### src/hw/fan_ramp_pkg.sv
// shared types and constants for the fan duty ramp and floor block
// assumes a 200 MHz single clock and a byte-wide register port
package fan_ramp_pkg;

  // ----------------------------------------------------------------
  // register offsets
  // ----------------------------------------------------------------
  localparam logic [7:0] ADDR_MODE_CTRL   = 8'h01; // lock, auto mode, floor selects
  localparam logic [7:0] ADDR_CONFIG_SIX  = 8'h10;
  localparam logic [7:0] ADDR_SMOOTH_B    = 8'h63; // acoustic_smoothing_ctrl_b
  localparam logic [7:0] ADDR_OUT1_MIN    = 8'h64;
  localparam logic [7:0] ADDR_OUT2_MIN    = 8'h65;
  localparam logic [7:0] ADDR_OUT3_MIN    = 8'h66;

  // ----------------------------------------------------------------
  // field positions and reset values
  // ----------------------------------------------------------------
  localparam int         LOCAL_RATE_LSB   = 0;     // local_ramp_rate [2:0]
  localparam int         LOCAL_EN_BIT     = 3;     // local_smooth_enable
  localparam int         REMB_RATE_LSB    = 4;     // remote_b_ramp_rate [6:4]
  localparam int         REMB_EN_BIT      = 7;     // remote_b_smooth_enable
  localparam int         SLOT_LONG_BIT    = 7;     // config six: longer time slot
  localparam int         SLOW_LOCAL_BIT   = 1;     // config six: local ramp / 4
  localparam int         SLOW_REMB_BIT    = 2;     // config six: remote b ramp / 4
  localparam int         LOCK_BIT         = 0;
  localparam int         AUTO_BIT         = 1;
  localparam int         FLOOR_SEL_LSB    = 2;     // out1..out3 floor select [4:2]
  localparam logic [7:0] SMOOTH_RESET     = 8'h00;
  localparam logic [7:0] MIN_DUTY_RESET   = 8'h80; // half duty
  localparam logic [7:0] CTRL_RESET       = 8'h00;
  localparam logic [7:0] DUTY_OFF         = 8'h00;
  localparam logic [1:0] SLOW_DIV_LAST    = 2'h3;  // quarter rate: every fourth slot

  // steps per slot for ramp codes 000..111
  localparam logic [7:0][5:0] RAMP_STEP_TABLE = {6'h30, 6'h18, 6'h0c, 6'h08,
                                                 6'h04, 6'h03, 6'h02, 6'h01};

  // ----------------------------------------------------------------
  // timing: full sweep with step 1 spans 256 slots
  // ----------------------------------------------------------------
  localparam longint SWEEP_SHORT_MS     = 37500;   // 37.5 s
  localparam longint SWEEP_LONG_MS      = 52200;   // 52.2 s
  localparam longint CYCLES_PER_MS      = 200000;  // 200 MHz
  localparam longint DUTY_SPAN          = 256;
  localparam int     SLOT_SHORT_CYCLES  = int'(SWEEP_SHORT_MS * CYCLES_PER_MS / DUTY_SPAN);
  localparam int     SLOT_LONG_CYCLES   = int'(SWEEP_LONG_MS * CYCLES_PER_MS / DUTY_SPAN);

  // ----------------------------------------------------------------
  // types
  // ----------------------------------------------------------------
  typedef enum logic [1:0] {CH_REMOTE_A, CH_LOCAL, CH_REMOTE_B} channel_type;

  typedef struct packed {
    logic [7:0] addr;
    logic [7:0] wrData;
    logic       wrStrobe;
    logic       rdStrobe;
  } reg_req_type;

  typedef struct packed {
    logic [7:0]  target;   // duty computed by the control loop
    logic        below;    // temperature under threshold minus hysteresis
    channel_type channel;  // controlling temperature channel
  } out_req_type;

  typedef struct packed {
    logic [7:0]      ctrl;
    logic [7:0]      configSix;
    logic [7:0]      smooth;
    logic [2:0][7:0] minDuty;
    logic [2:0][7:0] duty;
    logic [31:0]     slotCnt;
    logic [1:0][1:0] divCnt;    // [0] local, [1] remote b
    logic [7:0]      rdData;
  } fan_ramp_state_type;

endpackage

### src/hw/fan_pwm_ramp.sv
// duty ramp limiter and minimum-duty floor for three fan outputs
// assumes the control loop supplies targets on clk; register port is same-clock
//
// What this block does
// lock bit makes smoothing register read-only
// slow bit divides channel ramp rate by four
// bits 2:0 limit local channel duty slope
// codes give steps 1..48, short time slot
// config six bit 7 selects longer slot
// bit 3 enables local smoothing, else immediate
// bits 6:4 limit remote b duty slope
// bit 7 enables remote b smoothing
// three 8-bit minimum duty registers
// floor duty linear in register value
// minimum duty resets to half duty
// auto mode makes minimum duty read-only
// smoothing register resets to zero
// floor select: below threshold gives off or minimum
// above threshold duty starts at minimum
// each slot moves duty by step, no overshoot
// smoothing off applies target next update
module fan_pwm_ramp #(
  parameter int unsigned SLOT_SHORT = fan_ramp_pkg::SLOT_SHORT_CYCLES,
  parameter int unsigned SLOT_LONG  = fan_ramp_pkg::SLOT_LONG_CYCLES
) (
  // clock and reset
  input  wire logic                       clk,
  input  wire logic                       nrst,
  // register port
  input  wire fan_ramp_pkg::reg_req_type  regReq,
  output logic [7:0]                      rdData,
  // per-output requests from the control loop
  input  wire fan_ramp_pkg::out_req_type  outReq [3],
  // fan drive duties and auto mode flag
  output logic [2:0][7:0]                 fanDriveOutput,
  output logic                            autoMode
);

  // ----------------------------------------------------------------
  // state
  // ----------------------------------------------------------------
  fan_ramp_pkg::fan_ramp_state_type state_reg;
  fan_ramp_pkg::fan_ramp_state_type state_next;

  logic        locked;
  logic        slotTick;
  logic [31:0] slotLast;
  logic [1:0]  chanTick;      // [0] local, [1] remote b
  logic [1:0]  chanEnable;
  logic [1:0]  chanSlow;
  logic [1:0][5:0] chanStep;
  logic [2:0][7:0] effTarget;
  logic [2:0]      rampOut;
  logic [2:0]      outTick;
  logic [2:0][5:0] outStep;

  assign locked   = state_reg.ctrl[fan_ramp_pkg::LOCK_BIT];
  assign autoMode = state_reg.ctrl[fan_ramp_pkg::AUTO_BIT];

  // ----------------------------------------------------------------
  // slot timing and channel decode
  // ----------------------------------------------------------------
  // slot length from config six bit 7
  assign slotLast = state_reg.configSix[fan_ramp_pkg::SLOT_LONG_BIT] ?
                    32'(SLOT_LONG - 1) : 32'(SLOT_SHORT - 1);
  // >= so that a shorter slot chosen mid-count cannot strand the counter
  assign slotTick = (state_reg.slotCnt >= slotLast);

  // channel settings; index 0 local, 1 remote b
  always_comb begin
    chanEnable[0] = state_reg.smooth[fan_ramp_pkg::LOCAL_EN_BIT];
    chanEnable[1] = state_reg.smooth[fan_ramp_pkg::REMB_EN_BIT];
    chanStep[0]   = fan_ramp_pkg::RAMP_STEP_TABLE[
                      state_reg.smooth[fan_ramp_pkg::LOCAL_RATE_LSB +: 3]];
    chanStep[1]   = fan_ramp_pkg::RAMP_STEP_TABLE[
                      state_reg.smooth[fan_ramp_pkg::REMB_RATE_LSB +: 3]];
    chanSlow[0]   = state_reg.configSix[fan_ramp_pkg::SLOW_LOCAL_BIT];
    chanSlow[1]   = state_reg.configSix[fan_ramp_pkg::SLOW_REMB_BIT];
  end

  // a slow channel only acts on every fourth slot
  genvar c;
  generate
    for (c = 0; c < 2; c++) begin : g_chan
      assign chanTick[c] = slotTick &&
                           (!chanSlow[c] ||
                            state_reg.divCnt[c] == fan_ramp_pkg::SLOW_DIV_LAST);
    end
  endgenerate

  // ----------------------------------------------------------------
  // per-output target, floor and ramp selection
  // ----------------------------------------------------------------
  genvar o;
  generate
    for (o = 0; o < 3; o++) begin : g_out
      // below threshold: off or floor; above: never under the floor
      always_comb begin
        if (outReq[o].below) begin
          effTarget[o] = state_reg.ctrl[fan_ramp_pkg::FLOOR_SEL_LSB + o] ?
                         state_reg.minDuty[o] : fan_ramp_pkg::DUTY_OFF;
        end else if (outReq[o].target < state_reg.minDuty[o]) begin
          effTarget[o] = state_reg.minDuty[o];
        end else begin
          effTarget[o] = outReq[o].target;
        end
        unique case (outReq[o].channel)
          fan_ramp_pkg::CH_LOCAL: begin
            rampOut[o] = chanEnable[0];
            outTick[o] = chanTick[0];
            outStep[o] = chanStep[0];
          end
          fan_ramp_pkg::CH_REMOTE_B: begin
            rampOut[o] = chanEnable[1];
            outTick[o] = chanTick[1];
            outStep[o] = chanStep[1];
          end
          default: begin
            // remote a smoothing lives elsewhere; illegal code also lands here
            rampOut[o] = 1'b0;
            outTick[o] = 1'b0;
            outStep[o] = 6'h00;
          end
        endcase
      end
    end
  endgenerate

  // ----------------------------------------------------------------
  // next state
  // ----------------------------------------------------------------
  always_comb begin
    logic [7:0] gap;
    logic [7:0] stepWide;
    logic       wr;
    gap        = 8'h00;
    stepWide   = 8'h00;
    wr         = regReq.wrStrobe;
    state_next = state_reg;

    // slot counter runs freely
    state_next.slotCnt = slotTick ? 32'h0 : state_reg.slotCnt + 32'h1;
    for (int k = 0; k < 2; k++) begin
      if (slotTick) begin
        state_next.divCnt[k] = state_reg.divCnt[k] + 2'h1;
      end
    end

    // register writes with their guards
    if (wr && regReq.addr == fan_ramp_pkg::ADDR_MODE_CTRL) begin
      if (locked) begin
        state_next.ctrl = state_reg.ctrl; // lock cannot be undone
      end else begin
        state_next.ctrl = regReq.wrData;
      end
    end
    if (wr && regReq.addr == fan_ramp_pkg::ADDR_CONFIG_SIX && !locked) begin
      state_next.configSix = regReq.wrData;
    end
    if (wr && regReq.addr == fan_ramp_pkg::ADDR_SMOOTH_B && !locked) begin
      state_next.smooth = regReq.wrData;
    end
    for (int k = 0; k < 3; k++) begin
      if (wr && !autoMode &&
          regReq.addr == fan_ramp_pkg::ADDR_OUT1_MIN + 8'(k)) begin
        state_next.minDuty[k] = regReq.wrData;
      end
    end

    // duty update per output
    for (int k = 0; k < 3; k++) begin
      stepWide = {2'h0, outStep[k]};
      if (!autoMode) begin
        state_next.duty[k] = outReq[k].target; // manual: no floor, no ramp
      end else if (!rampOut[k]) begin
        state_next.duty[k] = effTarget[k];
      end else if (outTick[k]) begin
        // step toward target, clipped at the target
        if (state_reg.duty[k] < effTarget[k]) begin
          gap = effTarget[k] - state_reg.duty[k];
          state_next.duty[k] = (gap > stepWide) ? state_reg.duty[k] + stepWide
                                                : effTarget[k];
        end else begin
          gap = state_reg.duty[k] - effTarget[k];
          state_next.duty[k] = (gap > stepWide) ? state_reg.duty[k] - stepWide
                                                : effTarget[k];
        end
      end
    end

    // read data stands one cycle only
    state_next.rdData = 8'h00;
    if (regReq.rdStrobe) begin
      unique case (regReq.addr)
        fan_ramp_pkg::ADDR_MODE_CTRL:  state_next.rdData = state_reg.ctrl;
        fan_ramp_pkg::ADDR_CONFIG_SIX: state_next.rdData = state_reg.configSix;
        fan_ramp_pkg::ADDR_SMOOTH_B:   state_next.rdData = state_reg.smooth;
        fan_ramp_pkg::ADDR_OUT1_MIN:   state_next.rdData = state_reg.minDuty[0];
        fan_ramp_pkg::ADDR_OUT2_MIN:   state_next.rdData = state_reg.minDuty[1];
        fan_ramp_pkg::ADDR_OUT3_MIN:   state_next.rdData = state_reg.minDuty[2];
        default:                       state_next.rdData = 8'h00;
      endcase
    end
  end

  // ----------------------------------------------------------------
  // state register
  // ----------------------------------------------------------------
  always_ff @(posedge clk) begin
    if (!nrst) begin
      state_reg.ctrl      <= fan_ramp_pkg::CTRL_RESET;
      state_reg.configSix <= fan_ramp_pkg::SMOOTH_RESET;
      state_reg.smooth    <= fan_ramp_pkg::SMOOTH_RESET;
      for (int k = 0; k < 3; k++) begin
        state_reg.minDuty[k] <= fan_ramp_pkg::MIN_DUTY_RESET;
        state_reg.duty[k]    <= fan_ramp_pkg::DUTY_OFF;
      end
      state_reg.slotCnt   <= 32'h0;
      state_reg.divCnt    <= 4'h0;
      state_reg.rdData    <= 8'h00;
    end else begin
      state_reg <= state_next;
    end
  end

  assign rdData         = state_reg.rdData;
  assign fanDriveOutput = state_reg.duty;

  // ----------------------------------------------------------------
  // checks
  // ----------------------------------------------------------------
  lock_blocks_a: assert property (@(posedge clk) disable iff (!nrst)
    locked && regReq.wrStrobe && regReq.addr == fan_ramp_pkg::ADDR_SMOOTH_B
    |=> $stable(state_reg.smooth))
    else $error("smoothing register changed while locked");

  smooth_reset_a: assert property (@(posedge clk)
    $rose(nrst) |-> state_reg.smooth == fan_ramp_pkg::SMOOTH_RESET)
    else $error("smoothing register not zero after reset");

  min_reset_a: assert property (@(posedge clk)
    $rose(nrst) |-> state_reg.minDuty[0] == fan_ramp_pkg::MIN_DUTY_RESET &&
                    state_reg.minDuty[2] == fan_ramp_pkg::MIN_DUTY_RESET)
    else $error("minimum duty not half after reset");

  auto_readonly_a: assert property (@(posedge clk) disable iff (!nrst)
    autoMode && regReq.wrStrobe && regReq.addr == fan_ramp_pkg::ADDR_OUT2_MIN
    |=> $stable(state_reg.minDuty[1]))
    else $error("minimum duty written in auto mode");

  min_readback_a: assert property (@(posedge clk) disable iff (!nrst)
    regReq.rdStrobe && regReq.addr == fan_ramp_pkg::ADDR_OUT1_MIN
    |=> rdData == $past(state_reg.minDuty[0]) ##1 (rdData == 8'h00 || $past(regReq.rdStrobe)))
    else $error("minimum duty readback wrong");

  slow_divide_a: assert property (@(posedge clk) disable iff (!nrst)
    chanTick[0] && chanSlow[0] |-> state_reg.divCnt[0] == fan_ramp_pkg::SLOW_DIV_LAST)
    else $error("slow local ramp acted off its fourth slot");

  hold_between_a: assert property (@(posedge clk) disable iff (!nrst)
    autoMode && outReq[0].channel == fan_ramp_pkg::CH_LOCAL && chanEnable[0] &&
    !chanTick[0] |=> state_reg.duty[0] == $past(state_reg.duty[0]))
    else $error("local ramp moved between slots");

  step_size_a: assert property (@(posedge clk) disable iff (!nrst)
    autoMode && outReq[0].channel == fan_ramp_pkg::CH_LOCAL && chanEnable[0] &&
    chanTick[0] && {1'b0, effTarget[0]} > {1'b0, state_reg.duty[0]} + 9'(chanStep[0])
    |=> state_reg.duty[0] == $past(state_reg.duty[0]) + 8'($past(chanStep[0])))
    else $error("ramp step differs from coded step");

  no_overshoot_a: assert property (@(posedge clk) disable iff (!nrst)
    autoMode && rampOut[2] && state_reg.duty[2] <= effTarget[2]
    |=> state_reg.duty[2] <= $past(effTarget[2]))
    else $error("ramp overshot its target");

  direct_apply_a: assert property (@(posedge clk) disable iff (!nrst)
    autoMode && !rampOut[2] |=> state_reg.duty[2] == $past(effTarget[2]))
    else $error("unsmoothed duty not applied next cycle");

  floor_off_a: assert property (@(posedge clk) disable iff (!nrst)
    autoMode && !rampOut[1] && outReq[1].below &&
    !state_reg.ctrl[fan_ramp_pkg::FLOOR_SEL_LSB + 1] |=> state_reg.duty[1] == 8'h00)
    else $error("output not off below threshold");

  floor_min_a: assert property (@(posedge clk) disable iff (!nrst)
    autoMode && !rampOut[1] && !outReq[1].below
    |=> state_reg.duty[1] >= $past(state_reg.minDuty[1]))
    else $error("duty under floor above threshold");

  // ----------------------------------------------------------------
  // checks on lock, slot timing, remote b ramp, register port, floor select and remote a
  // ----------------------------------------------------------------
  config_lock_a: assert property (@(posedge clk) disable iff (!nrst)
    locked && regReq.wrStrobe && regReq.addr == fan_ramp_pkg::ADDR_CONFIG_SIX
    |=> $stable(state_reg.configSix))
    else $error("config six changed while locked");

  lock_sticky_a: assert property (@(posedge clk) disable iff (!nrst)
    locked |=> locked)
    else $error("lock bit cleared without reset");

  remb_slow_a: assert property (@(posedge clk) disable iff (!nrst)
    chanTick[1] && chanSlow[1] |-> state_reg.divCnt[1] == fan_ramp_pkg::SLOW_DIV_LAST)
    else $error("slow remote b ramp acted off its fourth slot");

  slot_wrap_a: assert property (@(posedge clk) disable iff (!nrst)
    slotTick |=> state_reg.slotCnt == 32'h0)
    else $error("slot counter did not restart");

  remb_down_a: assert property (@(posedge clk) disable iff (!nrst)
    autoMode && rampOut[2] && outTick[2] &&
    {1'b0, state_reg.duty[2]} > {1'b0, effTarget[2]} + 9'(outStep[2])
    |=> state_reg.duty[2] == $past(state_reg.duty[2]) - 8'($past(outStep[2])))
    else $error("remote b step down differs from coded step");

  remb_hold_a: assert property (@(posedge clk) disable iff (!nrst)
    autoMode && rampOut[2] && !outTick[2] |=> $stable(state_reg.duty[2]))
    else $error("remote b ramp moved between slots");

  min_write_a: assert property (@(posedge clk) disable iff (!nrst)
    !autoMode && regReq.wrStrobe && regReq.addr == fan_ramp_pkg::ADDR_OUT3_MIN
    |=> state_reg.minDuty[2] == $past(regReq.wrData))
    else $error("minimum duty write lost in manual mode");

  read_idle_a: assert property (@(posedge clk) disable iff (!nrst)
    !regReq.rdStrobe |=> rdData == 8'h00)
    else $error("read data stood without a read");

  floor_hold_a: assert property (@(posedge clk) disable iff (!nrst)
    autoMode && !rampOut[0] && outReq[0].below &&
    state_reg.ctrl[fan_ramp_pkg::FLOOR_SEL_LSB] |=> state_reg.duty[0] == $past(state_reg.minDuty[0]))
    else $error("output not at floor below threshold");

  remote_a_direct_a: assert property (@(posedge clk) disable iff (!nrst)
    autoMode && outReq[1].channel == fan_ramp_pkg::CH_REMOTE_A
    |=> state_reg.duty[1] == $past(effTarget[1]))
    else $error("remote a output not applied directly");

endmodule

### config.mk
export PLATFORM = sky130hd
export DESIGN_NAME = fan_pwm_ramp
export DESIGN_NICKNAME = d
export VERILOG_FILES = /design/src/hw/fan_ramp_pkg.sv /design/src/hw/fan_pwm_ramp.sv
export SDC_FILE = /design/constraint.sdc
export NUM_CORES = 1
export LEC_CHECK = 0
export BUFFER_PORTS_ARGS = -buffer_cell sky130_fd_sc_hd__buf_2
export CORE_AREA = 5 5 180 182
export DETAILED_ROUTE_END_ITERATION = 12
export DIE_AREA = 0 0 185 187
export SYNTH_ARGS = -nofsm -noshare
export SYNTH_HDL_FRONTEND = slang
export SYNTH_SLANG_ARGS = --single-unit
### constraint.sdc
create_clock -name clk -period 5.4 [get_ports clk]
set_input_delay 0 -clock clk [delete_from_list [all_inputs] [get_ports clk]]
set_output_delay 0 -clock clk [all_outputs]
set_load 0.01 [all_outputs]
==> summary.md, run 1 <==
| Metric | Value |
|---|---|
| Post-Route WL | 38600 um |
| Gate Count Post-Synth | 1545 |
| Fill cells | 3047 |
| Async S/R FF share, synth | 0 |
| R2R depth | 22 |
| Most used cell, CP | ha_1 |
| Slowest CP cell | a2111o_1 |
| GRT Residual Overflow | 0 |
| CTS Buf Count | 17 |
| Post-DP Area | 0.0129 mm^2 |
| Fin crit share | 0.961 |
| Crit path kind | reg2reg |
| Maximum vdd ir drop | 0.000254 V |
| Leakage | 5.98 nW |
| Drt first-iter violations | 1016 |
| Synthesized area | 0.0121 mm^2 |
| WP buf/inv | 2 |
| Synth Area in Simple Gates | 0.203 |
| Outcome | finished clean |
| Ratio of cells with drive above 1 in the final layout | 0.171 |
| Avg WL per Cell | 18.9 um |
| Critical-path cell list | inv_1 > ha_1 > a2111o_1 > a211oi_2 > o21a_1 > or2_4 > ha_4 > ha_1 > and3_4 > or3_4 > xor2_1 > ha_1 > nand2_1 > a21oi_1 > a2111oi_2 > o221a_2 > o41ai_1 > a211o_2 > o221ai_4 > buf_4 > nand3_1 > and4_1 |
| Ports | 86 |
| Crit. Startpoint | state_reg[71] |
| Slack of the worst reg-to-reg path | 0.21 ns |
| Standard-cell rows | 64 |
| Crit path launch type | flip-flop |
| Port Buffers | 85 |
| Top_reg_cell synth | dfxtp_1 |
| DIE AREA | 0.0346 mm^2 |
| Final setup viols | 0 |
| First drt pass iteration count | 6 |
| Avg Cell Area, Syn | 7.82 um^2 |
| Slew headroom | 0.363 |
| Number of flip-flops under the largest register name | 78 |
| Final Cell Area | 0.0141 mm^2 |
| Post-synthesis mux area share | 0.0295 |
| # diodes | 0 |
| Crit path required time | 5.72 ns |
| DRC | 0 |
| Pin count of the biggest net entering global routing | 64 |
| Tmin final | 5.19 ns |
| CTS clk-pin slew, worst paths | 0.06 ns |
| Area share of the largest cell type after synthesis | 0.212 |
| Clock sink total | 128 |
| Most common cell after layout, fill and taps aside | ha_1 |
| First-pass GRT wire length | 60500 um |
| Clock Latency Late Sink | 0.42 ns |
| Post-synthesis cell type count | 98 |
| Worst Max-Slew Pin Slew | 0.950 ns |
| Longest Clk Path Bufs | 2 |
| Root Buffer | clkbuf_16 |
| Final hold vios | 0 |
| Seq/Total Area, Yosys | 0.212 |
| Worst EP arrival | 5.50 ns |
| Compound-Gate Fraction of Synth Area | 0.259 |
| Die X | 185 um |
| Synth area leaders | dfxtp_1 (21%), ha_1 (16%), nor2_1 (4.7%) |
| Worst hold start | outReq[14] |
| Die H | 187 um |
| Worst Skew | 0.0121 ns |
| Ys Warns | 0 |
| XOR/XNOR share of the synthesized area | 0.0406 |
| Max-cap violations | 0 |
| Initial antenna violation count | 0 |
| Post-Synth Adder-Cell Area | 0.176 |
| Total power | 3.14 mW |
| ANT nets after route | 0 |
| CTS tree | built |
| Reg2reg end | fanDriveOutput[6] |
| Power Dens Cells | 223 mW/mm^2 |
| Core ar. | 0.0304 mm^2 |
| Vias/cell | 5.76 |
| Post-synth top area cell | dfxtp_1 |
| Max-slew violations | 0 |
| Total GRT Usage | 0.214 |
| Slowest Stage Delay on Critical Path | 0.44 ns |
| FMAX | 193 MHz |
| H-tree lvl count | 4 |
| CP top delay family | compound AO/OA/AOI/OAI gates |
| Synthesized flop and latch total | 128 |
| Initial Util | 0.397 |
| HPWL after DPL | 30000 um |
| Hold Path Depth | 3 |
| Worst hold slack | 0.00824 ns |
| Hold WC Path Type | in2reg |
| RR Startpoint | state_reg[71] |
| Crit end category | flip-flop |
| Syn-to-layout area delta | 16.6% |
| Number of flops mapped to enable cells by yosys | 0 |
| Placer Congestion | 0.923 |
| Commonest cells after routing, fill and taps aside | ha_1 (148), nor2_1 (147), inv_1 (126), dfxtp_1 (126), nand2_1 (97) |
| Vias in the first global route | 11241 |
| Nets | 1854 |
| Detailed-route via count | 11770 |
| Largest family of logic cells by synthesized area | compound AO/OA/AOI/OAI gates |
| Worst Hold End | fanDriveOutput[8] |
| Maximum fanout along the worst path | 5 |
==> power by group <==
part	switching (mW)	internal (mW)
clock	0.449	0.739
combinational	0.555	0.405
sequential	0.0270	0.962
==> cells in the mapped netlist, types with 16 or more instances <==
cell	count
o211ai_1	18
o21ai_0	50
nor3_1	34
a21oi_1	101
a211oi_1	16
a31oi_1	19
nand2b_1	20
xnor2_1	31
clkbuf_1	59
mux2i_1	30
inv_1	126
a21o_1	19
buf_4	33
or2_2	19
nor2b_1	22
and3_1	18
nand3_1	64
dfxtp_1	128
ha_1	155
a22oi_1	58
o221ai_1	17
nor2_1	151
xor2_1	25
nand2_1	97
==> worst max-delay path by stage <==
stage                               to  slack, ns  depth (start not counted)
floorplan            fanDriveOutput[0]       0.34                         22
global placement     fanDriveOutput[8]      -0.02                         20
detailed placement   fanDriveOutput[8]      -0.11                         20
CTS                  fanDriveOutput[8]       0.03                         24
global route        fanDriveOutput[13]      -0.02                         24
finish               fanDriveOutput[6]       0.21                         22
==> routing by layer <==
metal / global-route usage / routed length (um) / part of all wire / up-vias
li1: - / - / - / 5753
met1: 0.299 / 17900 / 0.46 / 5627
met2: 0.356 / 18300 / 0.47 / 344
met3: 0.0237 / 1790 / 0.046 / 46
met4: 0.0474 / 645 / 0.017 / 0
met5: 0 / 0 / 0 / -
==> cells by family (layout without fill, tap and decap cells) <==
kind of cell               Yosys count  count (layout)
and+or+nand+nor                    495             496
AOI/OAI and AO/OA                  441             442
buffers and inverters              225             323
adders and majority gates          164             164
DFF                                128             128
xor gates and xnor gates            56              56
muxes                               35              35
other                                1               5
==> final cells by class <==
| class | instances | area (um^2) | area share |
|---|---|---|---|
| tap | 396 | 495 | 0.0352 |
| clock inverter | 12 | 159 | 0.0113 |
| sequential | 128 | 2560 | 0.182 |
| timing repair buffer | 163 | 1050 | 0.0745 |
| multi-input combinational | 1198 | 8890 | 0.631 |
| inverter | 129 | 484 | 0.0344 |
| clock buffer | 19 | 443 | 0.0314 |
==> per-stage QoR <==
stage | cells | util | setup TNS [ns] | setup WS [ns]
4_1_cts | 2030 | 0.449 | 0 | 0.0268
3_5_place_dp | 1984 | 0.424 | -0.108 | -0.108
5_1_grt | 2045 | 0.463 | -0.0385 | -0.0178
2_1_floorplan | 1549 | - | 0 | 0.344
3_3_place_gp | 1984 | 0.424 | -0.0157 | -0.0157
6_report | 2045 | 0.463 | 0 | 0.211
==> timing repair <==
| item | 4_1_cts | 5_1_grt |
|---|---|---|
| hold buffers | 15 | 0 |
| setup buffers | 0 | 13 |
| cloned | 0 | 3 |
| hold endpoints to repair | 43 | 0 |
| endpoints found under the setup margin | 1 | 24 |
| pin swaps | 0 | 24 |
| resized for setup | 2 | 65 |
==> tightest hold or removal path: stages <==
cell,delay (ns)
buf_2,0.13
o221ai_1,0.17
a31oi_1,0.06
No activity file was read; power rests on OpenSTA's default activity.
==> inputs of run 2 (changes only) <==
PLACE_DENSITY = 0.55   (was not set)
RECOVER_POWER = 25   (was not set)
==> summary.md, run 2 (synthesis gave the netlist of run 1 again) <==
| Metric | Value |
|---|---|
| Slew headroom | 0.289 (-0.0739) |
| Ports | 86 (unchanged) |
| ANT nets after route | 0 (unchanged) |
| Worst Max-Slew Pin Slew | 1.06 ns (+0.106 ns) |
| Detailed-route via count | 11595 (-1.5%) |
| DRC | 0 (unchanged) |
| Switch share | 0.343 (+0.0140) |
| Longest Clk Path Bufs | 2 (unchanged) |
| Clock sink total | 128 (unchanged) |
| Die H | 187 um (unchanged) |
| HPWL after DPL | 29900 um (-0.31%) |
| Most common cell after layout, fill and taps aside | ha_1 |
| Standard-cell rows | 64 (unchanged) |
| Maximum fanout along the worst path | 8 (+3) |
| Reg2reg end | fanDriveOutput[5] |
| First drt pass iteration count | 6 (unchanged) |
| Int Power | 2.01 mW (-4.3%) |
| GRT Residual Overflow | 0 (unchanged) |
| Fin crit share | 0.947 (-0.0136) |
| Tmin final | 5.12 ns (-0.0736 ns) |
| Combinational share of power | 0.304 (-0.002) |
| Drt first-iter violations | 848 (-17%) |
| Commonest cells after routing, fill and taps aside | ha_1 (149), nor2_1 (148), dfxtp_1 (128) |
| Slack of the worst reg-to-reg path | 0.28 ns (+0.07 ns) |
| Crit path kind | reg2reg |
| DIE AREA | 0.0346 mm^2 (unchanged) |
| Power Dens Cells | 220 mW/mm^2 (-1.0%) |
| Crit end category | flip-flop |
| Critical-path cell list | inv_1 > ha_1 > a2111o_1 > a21oi_2 > nor3b_2 > or2_2 > ha_4 > ha_1 > and3_2 > or3_4 > xor2_1 > ha_1 > a2111oi_2 > o221a_2 > o41ai_1 > a211o_2 > o221ai_4 > buf_12 > a21oi_1 > a211oi_1 |
| Final Cell Area | 0.0139 mm^2 (-1.2%) |
| Total power | 3.07 mW (-2.3%) |
| Setup TNS | 0 ns (unchanged) |
| RR Startpoint | state_reg[69] |
| Outcome | finished clean |
| Slowest Stage Delay on Critical Path | 0.45 ns (about the same) |
| Syn-to-layout area delta | 15.2% |
| Sequential Power Share | 0.323 (+0.008) |
| WP depth | 20 (-9.1%) |
| Initial Util | 0.397 (unchanged) |
| Crit. Startpoint | state_reg[69] |
| CTS Buf Count | 17 (unchanged) |
| Worst Skew | 0.0102 ns (-0.00192 ns) |
| Root Buffer | clkbuf_16 |
| WP buf/inv | 2 (unchanged) |
| Leakage | 5.81 nW (-2.8%) |
| Most used cell, CP | ha_1 |
| Pin count of the biggest net entering global routing | 64 (unchanged) |
| Post-Route WL | 38300 um (-0.79%) |
| First-pass GRT wire length | 60700 um (+0.38%) |
| Nets | 1848 (-0.32%) |
| Core ar. | 0.0304 mm^2 (unchanged) |
| Vias/cell | 5.68 (-1.2%) |
| Clock power frac | 0.373 (-0.006) |
| Capture point of the worst path | fanDriveOutput[5] |
| Hold WC Path Type | in2reg |
| FMAX | 195 MHz (+1.4%) |
| Crit path launch type | flip-flop |
| CTS tree | built |
| Post-DP Area | 0.0129 mm^2 (+0.28%) |
| R2R depth | 20 (-9.1%) |
| Ratio of cells with drive above 1 in the final layout | 0.146 (-0.0250) |
| Final hold vios | 0 (unchanged) |
| Placer Congestion | 0.921 (-0.27%) |
| CP top delay family | compound AO/OA/AOI/OAI gates |
| Initial antenna violation count | 0 (unchanged) |
| Max-slew violations | 0 (unchanged) |
| H-tree lvl count | 4 (unchanged) |
| Port Buffers | 85 (unchanged) |
| Final Non-Filler Cells | 2040 (-0.24%) |
| Maximum vdd ir drop | 0.000215 V (-15%) |
| Crit path required time | 5.74 ns (+0.02 ns) |
| Avg WL per Cell | 18.8 um (-0.54%) |
| Die X | 185 um (unchanged) |
| Total GRT Usage | 0.216 (+0.00225) |
| Number of flip-flops under the largest register name | 78 (unchanged) |
| Final setup viols | 0 (unchanged) |
| Max-cap violations | 0 (unchanged) |
| Cell Count Post-Placement | 1989 (+0.25%) |
| Worst EP arrival | 5.45 ns (-0.05 ns) |
| Vias in the first global route | 11088 (-1.4%) |
| Clock Latency Late Sink | 0.43 ns (about the same) |
| # diodes | 0 (unchanged) |
| CTS clk-pin slew, worst paths | 0.06 ns (about the same) |
| Slowest CP cell | a2111o_1 |
| Switching power total | 1.05 mW (+1.9%) |
run 2: cell types whose count changed in the layout (fill, tap and decap cells not counted), moves of 3 or more:
| cell | delta |
|---|---|
| ha_4 | -3 |
| buf_4 | -5 |
| buf_2 | -34 |
| clkbuf_1 | +33 |
| inv_6 | +3 |
run 2: worst min path at each step:
stage | start | endpoint | slack [ns] | cells after the start
after floorplan | regReq[5] | chanEnable[0] | 0.14 | 2
after detailed placement | regReq[1] | locked | 0.34 | 3
after CTS | outReq[3] | fanDriveOutput[16] | 0.0004 | 3
after global placement | regReq[1] | locked | 0.33 | 3
after global routing | outReq[30] | fanDriveOutput[5] | 0.02 | 3
final | outReq[30] | fanDriveOutput[5] | 0.01 | 3
run 2: layer usage:
layer,vias to the layer above,share of wire,global-route usage
met4,0,0.019,0.0514
li1,5731,-,-
met1,5476,0.49,0.317
met2,339,0.45,0.337
met5,-,0,0
met3,49,0.048,0.0292
run 2: worst register-to-register path: stages, from the launching register on:
cell	delay (ns)
dfxtp_1	0.32
inv_1	0.05
ha_1	0.26
a2111o_1	0.45
a21oi_2	0.29
nor3b_2	0.09
or2_2	0.36
ha_4	0.24
ha_1	0.20
and3_2	0.24
or3_4	0.36
xor2_1	0.16
ha_1	0.33
a2111oi_2	0.36
o221a_2	0.24
o41ai_1	0.06
a211o_2	0.32
o221ai_4	0.25
buf_12	0.15
a21oi_1	0.06
a211oi_1	0.25
run 2: cell type report:
type                            instances  area (um^2)
Fill cell                            3091        16500
Multi-Input combinational cell       1196         8800
Sequential cell                       128         2560
Timing Repair Buffer                  159          988
Tap cell                              396          495
Inverter                              129          484
Clock buffer                           18          439
Clock inverter                         14          143
run 2: stage by stage:
step | util | hold WS, ns | worst slack (ns)
5_1_grt | 0.457 | 0.0205 | -0.000572
3_5_place_dp | 0.425 | 0.343 | -0.0725
6_report | 0.457 | 0.0131 | 0.284
3_3_place_gp | 0.425 | 0.330 | -0.0828
2_1_floorplan | - | 0.144 | 0.344
4_1_cts | 0.450 | 0.000429 | 0.00967
run 2: what timing repair did:
| action | 4_1_cts | 5_1_grt |
|---|---|---|
| setup endpoints to repair | 2 | 24 |
| gates resized for setup | 3 | 50 |
| pin swaps | 0 | 7 |
| buffers inserted | 0 | 3 |
| endpoints found under the hold margin | 48 | 0 |
| hold buffers | 16 | 0 |
run 2: power groups by stage:
stage	sequential [mW]	combinational, mW	clock [mW]
after floorplan	0.999	0.640	0
after global placement	1.01	0.851	0
after CTS	0.991	0.875	1.16
final	0.991	0.931	1.14
after detailed placement	1.01	0.860	0
after global routing	0.993	1.04	1.20
